===== src/core/tape_seq_params.svh =====
`ifndef TAPE_SEQ_PARAMS_SVH
`define TAPE_SEQ_PARAMS_SVH

// ----------------------------------------
// register offsets
// ----------------------------------------
`define OFS_MOTION_CMD 8'h00
`define OFS_UNIT_CMD   8'h04
`define OFS_STATUS     8'h08
`define OFS_UNIT_REG   8'h0C

// ----------------------------------------
// command word bit positions
// ----------------------------------------
`define CMD_B7  7
`define CMD_B8  8
`define CMD_B9  9
`define CMD_B10 10
`define CMD_B11 11

// ----------------------------------------
// motion code values, bits 10..7
// ----------------------------------------
`define CODE_REWIND_UNLOAD 4'h6
`define CODE_RESET         4'h0

// ----------------------------------------
// sequencer stage positions
// ----------------------------------------
`define STG_ZERO    0
`define STG_ONE     1
`define STG_TWO     2
`define STG_THREE_A 3
`define STG_THREE_B 4
`define STG_IDLE    5'h00
`define STG_FIRST   5'h01

// ----------------------------------------
// status word field positions
// ----------------------------------------
`define ST_CHAIN  5
`define ST_ACTIVE 6
`define ST_EOP    7
`define ST_CODE   8
`define ST_REPLY  12
`define ST_REJECT 13

`endif


===== src/core/tape_seq_pkg.sv =====
package tape_seq_pkg;
  typedef logic [11:0] cmd_word_t;
  typedef logic [3:0]  motion_code_t;
  typedef logic [4:0]  stage_vec_t;
  typedef logic [2:0]  unit_reg_t;
endpackage


===== src/core/edge_rise.sv =====
`timescale 1ns/100ps
module edge_rise #(
  parameter int W = 1
) (
  input  wire logic         i_clock,
  input  wire logic         i_rst_n,
  input  wire logic [W-1:0] i_level,
  output logic      [W-1:0] o_rise
);
  logic [W-1:0] prev_q;
  logic [W-1:0] prev_d;

  always_comb begin
    prev_d = i_level;
    o_rise = i_level & ~prev_q;
  end

  always_ff @(posedge i_clock) begin
    if (!i_rst_n) begin
      prev_q <= i_level;  // track pin, no false edge on release
    end else begin
      prev_q <= prev_d;
    end
  end
endmodule


===== src/core/unit_select.sv =====
`timescale 1ns/100ps
`include "tape_seq_params.svh"
module unit_select (
  input  wire logic                   i_clock,
  input  wire logic                   i_rst_n,
  input  wire logic                   i_cmd_valid,
  input  wire tape_seq_pkg::cmd_word_t i_cmd,
  input  wire logic [3:0]             i_unit_ok,
  output logic                        o_accept,
  output logic                        o_reject,
  output tape_seq_pkg::unit_reg_t     o_unit_reg,
  output logic [1:0]                  o_unit_drive
);
  tape_seq_pkg::unit_reg_t unit_q;
  tape_seq_pkg::unit_reg_t unit_d;
  logic                    bad_unit_code;
  logic                    bypass;

  always_comb begin
    bad_unit_code = i_cmd[`CMD_B9] | (i_cmd[`CMD_B10] & i_cmd[`CMD_B11]);
    bypass        = i_cmd_valid & i_cmd[`CMD_B10];
    o_unit_drive  = bypass ? i_cmd[1:0] : unit_q[1:0];
    o_accept      = i_cmd_valid & !bad_unit_code & i_unit_ok[o_unit_drive];
    o_reject      = i_cmd_valid & !o_accept;
    unit_d        = unit_q;
    if (o_accept) begin
      unit_d = {i_cmd[`CMD_B10], o_unit_drive};
    end
    o_unit_reg = unit_q;
  end

  always_ff @(posedge i_clock) begin
    if (!i_rst_n) begin
      unit_q <= 3'h0;
    end else begin
      unit_q <= unit_d;
    end
  end
endmodule


===== src/core/tape_motion_sequencer_ctl.sv =====
`timescale 1ns/100ps
`include "tape_seq_params.svh"
// Notes on behaviour
// end flag clears on op-done rise, and on tape-start rise during reverse
// end flag clears when transport ready rises after a rewind
// five one-hot stages visited zero, one, two, three-a, three-b; plus chain flag
// strobe starts stage zero only when idle or on leaving three-b; gap, end flag, gap advance
// three-a advances unconditionally; three-b waits for stop tick
// entering stage one drops stage zero, keeping one stage active
// strobe while controller active sets the chain flag
// without chain, leaving last stage stops and drops controller active
// with chain, last stage restarts at stage zero without stopping
// three-bit unit register; selector picks stored or new unit
// unit command checks chosen unit status, replies or rejects
// rejected unit command keeps previous unit connected; with bit 10 set, o_unit_sel shows the rejected unit for one cycle
// motion code legal when bits 7, 8, 10 all equal
// unit code illegal when bit 9, or bits 10 and 11 set
// chain condition: legal, bit 10 low, bits 7-8 match held code
// control accepted if legal, write allowed, and idle or chaining at end
// motion code loads on strobe except reverse at start or unload
// reverse at tape start replies, no motion, clears end flag
// reset clears stages, chain flag and controller active
// host strobes only after previous answer, with stable command
module tape_motion_sequencer_ctl (
  input  wire logic                    i_clock,
  input  wire logic                    i_rst_n,
  input  wire logic                    psel,
  input  wire logic                    penable,
  input  wire logic                    pwrite,
  input  wire logic [7:0]              paddr,
  input  wire logic [31:0]             pwdata,
  output logic      [31:0]             prdata,
  output logic                         pready,
  output logic                         pslverr,
  input  wire logic                    i_phase_enc_op_done,
  input  wire logic                    i_begin_tape_marker,
  input  wire logic                    i_transport_ready,
  input  wire logic                    i_rewind_op,
  input  wire logic                    i_record_done,
  input  wire logic                    i_lead_gap_done,
  input  wire logic                    i_trail_gap_done,
  input  wire logic                    i_stop_timing_tick,
  input  wire logic                    i_ring_present,
  input  wire logic                    i_transport_busy,
  input  wire logic                    i_lockout,
  input  wire logic                    i_abort,
  input  wire logic [3:0]              i_unit_ok,
  output logic                         o_reply,
  output logic                         o_reject,
  output logic                         o_controller_active,
  output logic                         o_end_of_op_flag,
  output tape_seq_pkg::stage_vec_t     o_seq_stage,
  output logic [1:0]                   o_unit_sel
);
  // ----------------------------------------
  // declarations
  // ----------------------------------------
  tape_seq_pkg::stage_vec_t     stage_q, stage_d;
  tape_seq_pkg::motion_code_t   code_q, code_d;
  tape_seq_pkg::cmd_word_t      cmd;
  tape_seq_pkg::unit_reg_t      unit_reg;
  logic        chain_q, chain_d, active_q, active_d;
  logic        eop_q, eop_d, rewind_seen_q, rewind_seen_d;
  logic        reply_q, reply_d, reject_q, reject_d;
  logic        ready_q, ready_d, err_q, err_d;
  logic [31:0] rdata_q, rdata_d;
  logic [1:0]  unit_sel_q, unit_sel_d;
  logic [2:0]  rise;
  logic [1:0]  unit_drive;
  logic        access, done, wr_motion, wr_unit, unit_acc, unit_rej;
  logic        motion_code_legal, chain_condition, control_fn_legal;
  logic        bot_reverse, rewind_unload_op, motion_go, load_code;
  logic        advance, stop, rev_running, eop_clear;

  // ----------------------------------------
  // apb slave
  // ----------------------------------------
  always_comb begin
    access    = psel & penable;
    done      = access & ready_q;
    wr_motion = done & pwrite & (paddr == `OFS_MOTION_CMD);
    wr_unit   = done & pwrite & (paddr == `OFS_UNIT_CMD);
    cmd       = pwdata[11:0];
    ready_d   = access & !ready_q;
    rdata_d   = rdata_q;
    err_d     = 1'b0;
    if (access && !ready_q) begin
      rdata_d = 32'h0000_0000;
      unique case (paddr)
        `OFS_MOTION_CMD,
        `OFS_UNIT_CMD: begin
          err_d = !pwrite;
        end
        `OFS_STATUS: begin
          err_d = pwrite;
          rdata_d[4:0]                 = stage_q;
          rdata_d[`ST_CHAIN]           = chain_q;
          rdata_d[`ST_ACTIVE]          = active_q;
          rdata_d[`ST_EOP]             = eop_q;
          rdata_d[`ST_CODE+3:`ST_CODE] = code_q;
          rdata_d[`ST_REPLY]           = reply_q;
          rdata_d[`ST_REJECT]          = reject_q;
        end
        `OFS_UNIT_REG: begin
          err_d        = pwrite;
          rdata_d[2:0] = unit_reg;
        end
        default: begin
          err_d = 1'b1;
        end
      endcase
    end
  end

  always_ff @(posedge i_clock) begin
    if (!i_rst_n) begin
      ready_q <= 1'b0;
      err_q   <= 1'b0;
      rdata_q <= 32'h0000_0000;
    end else begin
      ready_q <= ready_d;
      err_q   <= err_d;
      rdata_q <= rdata_d;
    end
  end

  // ----------------------------------------
  // edges and unit select
  // ----------------------------------------
  edge_rise #(.W(3)) u_edges (
    .i_clock (i_clock),
    .i_rst_n (i_rst_n),
    .i_level ({i_transport_ready, i_begin_tape_marker, i_phase_enc_op_done}),
    .o_rise  (rise)
  );

  unit_select u_unit (
    .i_clock      (i_clock),
    .i_rst_n      (i_rst_n),
    .i_cmd_valid  (wr_unit),
    .i_cmd        (cmd),
    .i_unit_ok    (i_unit_ok),
    .o_accept     (unit_acc),
    .o_reject     (unit_rej),
    .o_unit_reg   (unit_reg),
    .o_unit_drive (unit_drive)
  );

  // ----------------------------------------
  // function decoder
  // ----------------------------------------
  always_comb begin
    motion_code_legal = (cmd[`CMD_B7] & cmd[`CMD_B8] & cmd[`CMD_B10])
                      | (!cmd[`CMD_B7] & !cmd[`CMD_B8] & !cmd[`CMD_B10]);
    chain_condition = motion_code_legal & !cmd[`CMD_B10]
                    & (cmd[`CMD_B7] == code_q[0])
                    & (cmd[`CMD_B8] == code_q[1]);
    control_fn_legal = motion_code_legal
                     & (cmd[`CMD_B10] | cmd[`CMD_B8] | !i_ring_present)
                     & (!i_transport_busy | (chain_condition & eop_q));
    bot_reverse      = cmd[`CMD_B7] & cmd[`CMD_B8] & i_begin_tape_marker;
    rewind_unload_op = cmd[`CMD_B10:`CMD_B7] == `CODE_REWIND_UNLOAD;
    motion_go        = wr_motion & control_fn_legal & !bot_reverse;
    load_code        = motion_go & !rewind_unload_op;
  end

  // ----------------------------------------
  // end-of-operation flag
  // ----------------------------------------
  always_comb begin
    rev_running   = active_q & code_q[0] & code_q[1];
    eop_clear     = rise[0]
                  | (rise[1] & rev_running)
                  | (rise[2] & rewind_seen_q)
                  | (wr_motion & control_fn_legal & bot_reverse);
    eop_d         = eop_q;
    if (eop_clear) begin
      eop_d = 1'b0;
    end
    if (i_record_done) begin
      eop_d = 1'b1;
    end
    rewind_seen_d = rewind_seen_q;
    if (rise[2]) begin
      rewind_seen_d = 1'b0;
    end
    if (i_rewind_op) begin
      rewind_seen_d = 1'b1;
    end
  end

  // ----------------------------------------
  // motion sequencer
  // ----------------------------------------
  always_comb begin
    advance = (stage_q[`STG_ZERO] & i_lead_gap_done)
            | (stage_q[`STG_ONE] & eop_q)
            | (stage_q[`STG_TWO] & i_trail_gap_done)
            | stage_q[`STG_THREE_A]
            | (stage_q[`STG_THREE_B] & i_stop_timing_tick);
    stage_d  = stage_q;
    chain_d  = chain_q;
    active_d = active_q;
    code_d   = code_q;
    stop     = 1'b0;
    if (advance) begin
      stage_d = {stage_q[3:0], 1'b0};
    end
    if (stage_q[`STG_THREE_B]) begin
      if (chain_q) begin
        stage_d = `STG_FIRST;
        chain_d = 1'b0;
      end else if (i_stop_timing_tick) begin
        stop     = 1'b1;
        active_d = 1'b0;
      end
    end
    if (motion_go) begin
      if (active_q && !stop) begin
        chain_d = 1'b1;
      end
      if (stage_d == `STG_IDLE && !stage_q[`STG_TWO]) begin
        stage_d = `STG_FIRST;
      end
      active_d = 1'b1;
    end
    if (load_code) begin
      code_d = cmd[`CMD_B10:`CMD_B7];
    end
    if (stop || i_lockout || i_abort) begin
      code_d = `CODE_RESET;
    end
  end

  // ----------------------------------------
  // answers and state registers
  // ----------------------------------------
  always_comb begin
    reply_d    = (wr_motion & control_fn_legal) | unit_acc;
    reject_d   = (wr_motion & !control_fn_legal) | unit_rej;
    unit_sel_d = unit_drive;
  end

  always_ff @(posedge i_clock) begin
    if (!i_rst_n) begin
      stage_q       <= `STG_IDLE;
      chain_q       <= 1'b0;
      active_q      <= 1'b0;
      code_q        <= `CODE_RESET;
      eop_q         <= 1'b0;
      rewind_seen_q <= 1'b0;
      reply_q       <= 1'b0;
      reject_q      <= 1'b0;
      unit_sel_q    <= 2'h0;
    end else begin
      stage_q       <= stage_d;
      chain_q       <= chain_d;
      active_q      <= active_d;
      code_q        <= code_d;
      eop_q         <= eop_d;
      rewind_seen_q <= rewind_seen_d;
      reply_q       <= reply_d;
      reject_q      <= reject_d;
      unit_sel_q    <= unit_sel_d;
    end
  end

  always_comb begin
    prdata              = rdata_q;
    pready              = ready_q;
    pslverr             = err_q;
    o_reply             = reply_q;
    o_reject            = reject_q;
    o_controller_active = active_q;
    o_end_of_op_flag    = eop_q;
    o_seq_stage         = stage_q;
    o_unit_sel          = unit_sel_q;
  end
endmodule


===== config.mk =====
export PLATFORM = sky130hd
export DESIGN_NAME = tape_motion_sequencer_ctl
export DESIGN_NICKNAME = d
export VERILOG_FILES = /design/src/core/tape_seq_pkg.sv /design/src/core/edge_rise.sv /design/src/core/unit_select.sv /design/src/core/tape_motion_sequencer_ctl.sv
export VERILOG_INCLUDE_DIRS = /design/src /design/src/core
export SDC_FILE = /design/constraint.sdc
export NUM_CORES = 1
export LEC_CHECK = 0
export BUFFER_PORTS_ARGS = -buffer_cell sky130_fd_sc_hd__clkbuf_2
export CAP_MARGIN = 20
export CORE_ASPECT_RATIO = 1.75
export CORE_MARGIN = 2
export CORE_UTILIZATION = 44
export CTS_CLUSTER_DIAMETER = 50
export DETAILED_ROUTE_END_ITERATION = 6
export PLACE_DENSITY = 0.8
export RECOVER_POWER = 100
export SYNTH_ARGS = -nofsm -noshare
export SYNTH_HDL_FRONTEND = slang
export SYNTH_SLANG_ARGS = --single-unit

===== constraint.sdc =====
create_clock -name i_clock -period 2.45 [get_ports i_clock]
set_clock_uncertainty 0.15 [all_clocks]
set_input_delay 0.49 -clock i_clock [delete_from_list [all_inputs] [get_ports i_clock]]
set_output_delay 0.49 -clock i_clock [all_outputs]
set_load 0.01 [all_outputs]

==> results of run 1 <==
[worst paths after layout]
check | startpoint | slack, ps | to
worst max-delay path | paddr[5] | 220 | u_unit.o_unit_reg[0]
worst min-delay path | i_transport_ready | 180 | u_edges.prev_q[2]
worst max register to register | o_end_of_op_flag | 290 | o_seq_stage[0]
worst min register to register | prdata[0] | 300 | prdata[0]
[cell usage in the layout (no fill, tap or decap), types with 3 or more instances in the layout]
master / count
dfxtp_1: 39
clkbuf_1: 35
clkbuf_2: 30
nor2_1: 20
a21oi_1: 18
conb_1: 18
nand2_1: 16
a22oi_1: 12
nand3_1: 8
nand4_1: 8
o31ai_1: 7
mux2i_1: 6
clkbuf_8: 5
nand3b_1: 4
buf_4: 4
inv_1: 3
or3_1: 3
o21ai_0: 3
[final cells by class]
type / instances / area, sq um
sequential: 39 / 780.7
clock buffer: 6 / 72.57
timing repair buffer: 68 / 307.8
tap: 49 / 61.31
multi-input combinational: 164 / 1010
inverter: 3 / 11.26
clock inverter: 2 / 12.51
fill: 412 / 1894
[per-layer routing]
layer	GRT usage (%)	part of all wire (%)	up-vias
met1	22.77	37	895
met3	5.263	5.1	11
met4	10.04	2.7	0
met5	0	0	-
met2	35.26	55	59
li1	-	-	901
[where the power goes]
group | internal, mW | switching (mW) | total (mW)
Combinational | 0.0430 | 0.0748 | 0.118
Sequential | 0.640 | 0.00410 | 0.644
Clock | 0.199 | 0.217 | 0.416
[cells by family after synthesis]
family	share of synthesized area, %
xor+xnor	0.4576
compound gates	21.77
buf+inv	9.804
mux	4.314
other cells	0.1959
flops	40.78
simple gates	22.68
[stage by stage]
| stage | setup WS, ps | power (mW) | area (sq um) |
|---|---|---|---|
| 5_1_grt | 102.0 | 1.223 | 2256 |
| 3_3_place_gp | -48.75 | 0.7748 | 2218 |
| 2_1_floorplan | 136.4 | 0.7456 | 1978 |
| 4_1_cts | 228.7 | 1.186 | 2303 |
| 6_report | 223.2 | 1.177 | 2256 |
| 3_5_place_dp | -73.14 | 0.7775 | 2218 |
==> summary.md, run 1 <==
| Metric | Value |
|---|---|
| PwrDens | `521.9 nW/um^2` |
| Fin Hold WS | `175.4 ps` |
| Post-DRT Antenna Nets | `0` |
| Mapped Area | `between 1500 and 2000 sq um` |
| Clock sink total | `39` |
| Setup_tns | `0 ps` |
| Die height | `91.26 um` |
| Max Root-Sink Buffers | `2` |
| Worst Path Required | `2440 ps` |
| Crit path cell chain | `clkbuf_1, or4_4, or4_1, clkbuf_1, o31ai_1, a21oi_1` |
| H-tree levels | `2` |
| Drt total wl | `4.711 mm` |
| CP top delay family | `simple AND/OR/NAND/NOR gates` |
| Area Overhead vs Synth | `17.84%` |
| WP data arrival | `2220 ps` |
| Max capacitance violation total | `0` |
| Post-synthesis cell type count | `between 40 and 50` |
| Clk root buf | `clkbuf_8` |
| HP Class | `input port to flip-flop` |
| Post-CTS Setup Inserts | `0` |
| Fin nets | `342` |
| Outcome | `complete, no violations` |
| Most frequent cell after synthesis | `dfxtp_1` |
| Global route overflow | `0` |
| Slowest stage delay, CP | `570 ps` |
| Hold_buf cts | `0` |
| Post-DP HPWL | `3.674 mm` |
| Placeable Area | `about 4200 sq um` |
| Starting Density | `between 40 and 50%` |
| Highest clock rate | `449.1 MHz` |
| Iter 0 DRT Violations | `27` |
| Share of layout cells above drive strength 1 | `18.09%` |
| Core Util, Final | `roughly 54%` |
| Ports | `106` |
| Cells on worst reg2reg path | `4` |
| Fin crit period | `about 2200 ps` |
| Worst hold stages | `1` |
| DIE WIDTH | `53.86 um` |
| Antenna diode count | `0` |
| CTS tree | `built` |
| Antenna violations before repair | `0` |
| RSZ-0062 raised after global routing | `false` |
| Worst-margin pin slew | `988.9 ps` |
| Top cell type by total area after synthesis | `dfxtp_1` |
| Synthesis warning total | `0` |
| Clock Latency Late Sink | `290 ps` |
| CTS Buf Count | `5` |
| Mapped Cells | `217` |
| Top FF cell, synth | `dfxtp_1` |
| Clk slew on worst S/H paths | `70 ps` |
| CTS resizes | `0` |
| Most frequent CP cell | `clkbuf_1` |
| Worst rel slew slack | `34.07%` |
| Critical path fanouts, max | `4` |
| CP Launch Type | `input port` |
| Vias in the first global route | `approximately 1700` |
| Final setup vio count | `0` |
| IO Port Bufs | `62` |
| Final Max Tran Viols | `0` |
| # placed instances | `323` |
| First-pass GRT wire length | `between 7 and 8 mm` |
| Routed len/inst | `about 14 um` |
| Area share of the largest cell type after synthesis | `40.78%` |
| Largest register FFs | `14` |
| Peak supply drop | `approximately 0.42 mV` |
| Drt drc | `0` |
| Cell depth of the worst setup path | `6` |
| Fin cells | `331` |
| Crit share post-route | `90.89%` |
| Buf+Inv Stages, Crit Path | `2` |
| Slowest CP cell | `or4_1` |
| Cell leakage power | `0.8609 nW` |
| Ys async rst share | `0%` |
| FF+latch count, synth | `39` |
| Avg Synthesized Cell Area | `8.822 sq um` |
| Largest net degree at the start of global routing | `25` |
| Synth top cells by count | `dfxtp_1, nor2_1, buf_4, a21oi_1, nand2_1` |
| Crit Path Class | `input port to flip-flop` |
| Post-synth EDFFs | `0` |
| Hold Violations, Final | `0` |
| Via density | `between 5 and 6` |
| Die ar. | `about 5000 sq um` |
| Critical path capture point type | `flip-flop` |
| Seq/Total Area, Yosys | `between 40% and 50%` |
| DR pass1 iterations | `4` |
| Tot GR Track Use | `20.81%` |
| Row count | `31` |
| Synth top area cells | `dfxtp_1, buf_4, a21oi_1` |
| GPL Wtd Cong | `~0.91` |
| Total number of vias | `1866` |
Power figures use the tool's default switching activity.
==> inputs of run 2 (changes only) <==
Settings changed: MAX_ROUTING_LAYER set to met4.
==> summary.md, run 2 (synthesis gave the netlist of run 1 again) <==
| Metric | Value |
|---|---|
| Hold Violations, Final | `0 (unchanged)` |
| Routed len/inst | `14.25 um (was 14.23 um)` |
| R2r setup slk | `300 ps (was 290 ps)` |
| Hold_buf cts | `0 (unchanged)` |
| Crit path cell chain | `clkbuf_1, or4_4, or4_1, clkbuf_1, o31ai_1, a21oi_1 (unchanged)` |
| Max Root-Sink Buffers | `2 (unchanged)` |
| Final Max Tran Viols | `0 (unchanged)` |
| Post-DRT Antenna Nets | `0 (unchanged)` |
| Die ar. | `4915 sq um (unchanged)` |
| Via density | `5.680 (was 5.637)` |
| Drt drc | `0 (unchanged)` |
| Largest net degree at the start of global routing | `25 (unchanged)` |
| Placeable Area | `4150 sq um (unchanged)` |
| Clock Latency Late Sink | `290 ps (about the same)` |
| Post-CTS Setup Inserts | `0 (unchanged)` |
| Total chip power | `1.174 mW (was 1.177 mW)` |
| Part of the power in registers | `54.8% (was 54.7%)` |
| First-pass GRT wire length | `7.672 mm (was 7.693 mm)` |
| CTS resizes | `0 (unchanged)` |
| Area Overhead vs Synth | `17.84% (unchanged)` |
| Most common cell after layout, fill and taps aside | `dfxtp_1 (unchanged)` |
| Sw Ratio | `24.91% (was 25.12%)` |
| Largest register FFs | `14 (unchanged)` |
| Fin crit period | `2232 ps (was 2227 ps)` |
| Net Sw Power | `292.5 uW (was 295.7 uW)` |
| Outcome | `complete, no violations (unchanged)` |
| Worst rel slew slack | `34.36% (was 34.07%)` |
| Global route overflow | `0 (unchanged)` |
| Worst-margin pin slew | `984.6 ps (was 988.9 ps)` |
| Drt total wl | `4.718 mm (was 4.711 mm)` |
| DR pass1 iterations | `4 (unchanged)` |
| Clk pwr share | `35.1% (was 35.3%)` |
| H-tree levels | `2 (unchanged)` |
| Filler cells | `412 (unchanged)` |
| Antenna violations before repair | `0 (unchanged)` |
| Row count | `31 (unchanged)` |
| Crit Path Class | `input port to flip-flop (unchanged)` |
| HP Class | `input port to flip-flop (unchanged)` |
| RSZ-0062 raised after global routing | `false (unchanged)` |
| Fin nets | `342 (unchanged)` |
| IO Port Bufs | `62 (unchanged)` |
| Clk root buf | `clkbuf_8 (unchanged)` |
| Slowest CP cell | `or4_1 (unchanged)` |
| Highest clock rate | `448.1 MHz (was 449.1 MHz)` |
| Critical path capture point type | `flip-flop (unchanged)` |
| DIE WIDTH | `53.86 um (unchanged)` |
| Tot GR Track Use | `21.34% (was 20.81%)` |
| CP Launch Type | `input port (unchanged)` |
| Starting Density | `46.13% (unchanged)` |
| Final setup vio count | `0 (unchanged)` |
| Total number of vias | `1880 (was 1866)` |
| Slowest stage delay, CP | `570 ps (about the same)` |
| Most frequent cells in the layout | `dfxtp_1, clkbuf_1, clkbuf_2 (unchanged)` |
| Internal | `881.5 uW (about the same)` |
| Die height | `91.26 um (unchanged)` |
| Most frequent CP cell | `clkbuf_1 (unchanged)` |
| Critical path fanouts, max | `4 (unchanged)` |
| GPL Wtd Cong | `0.9294 (was 0.9135)` |
| Peak supply drop | `0.4139 mV (was 0.4164 mV)` |
| Iter 0 DRT Violations | `29 (was 27)` |
| Comb power frac | `10.0% (about the same)` |
| Vias in the first global route | `1713 (was 1712)` |
| Core Util, Final | `54.36% (unchanged)` |
| Worst Path Required | `2440 ps (about the same)` |
| CTS Buf Count | `5 (unchanged)` |
| Max capacitance violation total | `0 (unchanged)` |
| Ports | `106 (unchanged)` |
| WP data arrival | `2220 ps (about the same)` |
| Clock sink total | `39 (unchanged)` |
| Cell leakage power | `0.8609 nW (unchanged)` |
| Clk slew on worst S/H paths | `70 ps (about the same)` |
| Share of layout cells above drive strength 1 | `18.09% (unchanged)` |
| Antenna diode count | `0 (unchanged)` |
| Crit share post-route | `91.09% (was 90.89%)` |
| Post-DP HPWL | `3.674 mm (unchanged)` |
| CTS tree | `built (unchanged)` |
| PwrDens | `520.4 nW/um^2 (was 521.9 nW/um^2)` |
## run 2: cell counts in the layout (fill, tap and decap cells not counted)
Identical to the previous run, type by type.
## run 2: power by group through the flow
stage	logic (mW)	clock network (mW)	registers [mW]
2_1_floorplan	0.0870	0	0.659
3_3_place_gp	0.116	0	0.659
3_5_place_dp	0.119	0	0.659
4_1_cts	0.119	0.423	0.644
5_1_grt	0.132	0.447	0.644
6_report	0.118	0.412	0.644
## run 2: path summary, 6_finish.rpt
| path | start | endpoint | cells after the start |
|---|---|---|---|
| hold reg to reg | prdata[0] | prdata[0] | 2 |
| setup reg to reg | o_end_of_op_flag | o_seq_stage[0] | 4 |
| setup / recovery | paddr[5] | u_unit.o_unit_reg[0] | 6 |
| hold / removal | i_transport_ready | u_edges.prev_q[2] | 1 |
## run 2: layer usage
metal / track usage (%) / routed length (um) / vias up
met5: - / 0 / -
met4: 10.04 / 123 / 0
met3: 5.263 / 250 / 11
met2: 35.26 / 2577 / 65
met1: 22.77 / 1767 / 906
li1: - / - / 898
## run 2: worst max-delay path, delay by kind of cell
family                 cells  cell delay [ps]
AO/OA/AOI/OAI              2              350
AND/OR/NAND/NOR            2             1110
buffers and inverters      2              260
## run 2: per-stage QoR
stage	std cells	setup TNS, ps	hold WS [ps]	cell area (sq um)	setup slack, ps
after CTS	331	0	163.6	2303	228.7
after global routing	331	0	174.1	2256	102.0
after floorplan	234	0	284.4	1978	136.4
after global placement	323	-101.7	292.8	2218	-48.75
after detailed placement	323	-284.6	297.0	2218	-73.14
final	331	0	175.5	2256	218.2
## run 2: cell type report
cell class	instances	area [sq um]	share of cell area (%)
Clock inverter	2	12.51	0.5546
Inverter	3	11.26	0.4992
Clock buffer	6	72.57	3.217
Timing Repair Buffer	68	307.8	13.64
Tap cell	49	61.31	2.718
Sequential cell	39	780.7	34.61
Multi-Input combinational cell	164	1010	44.76
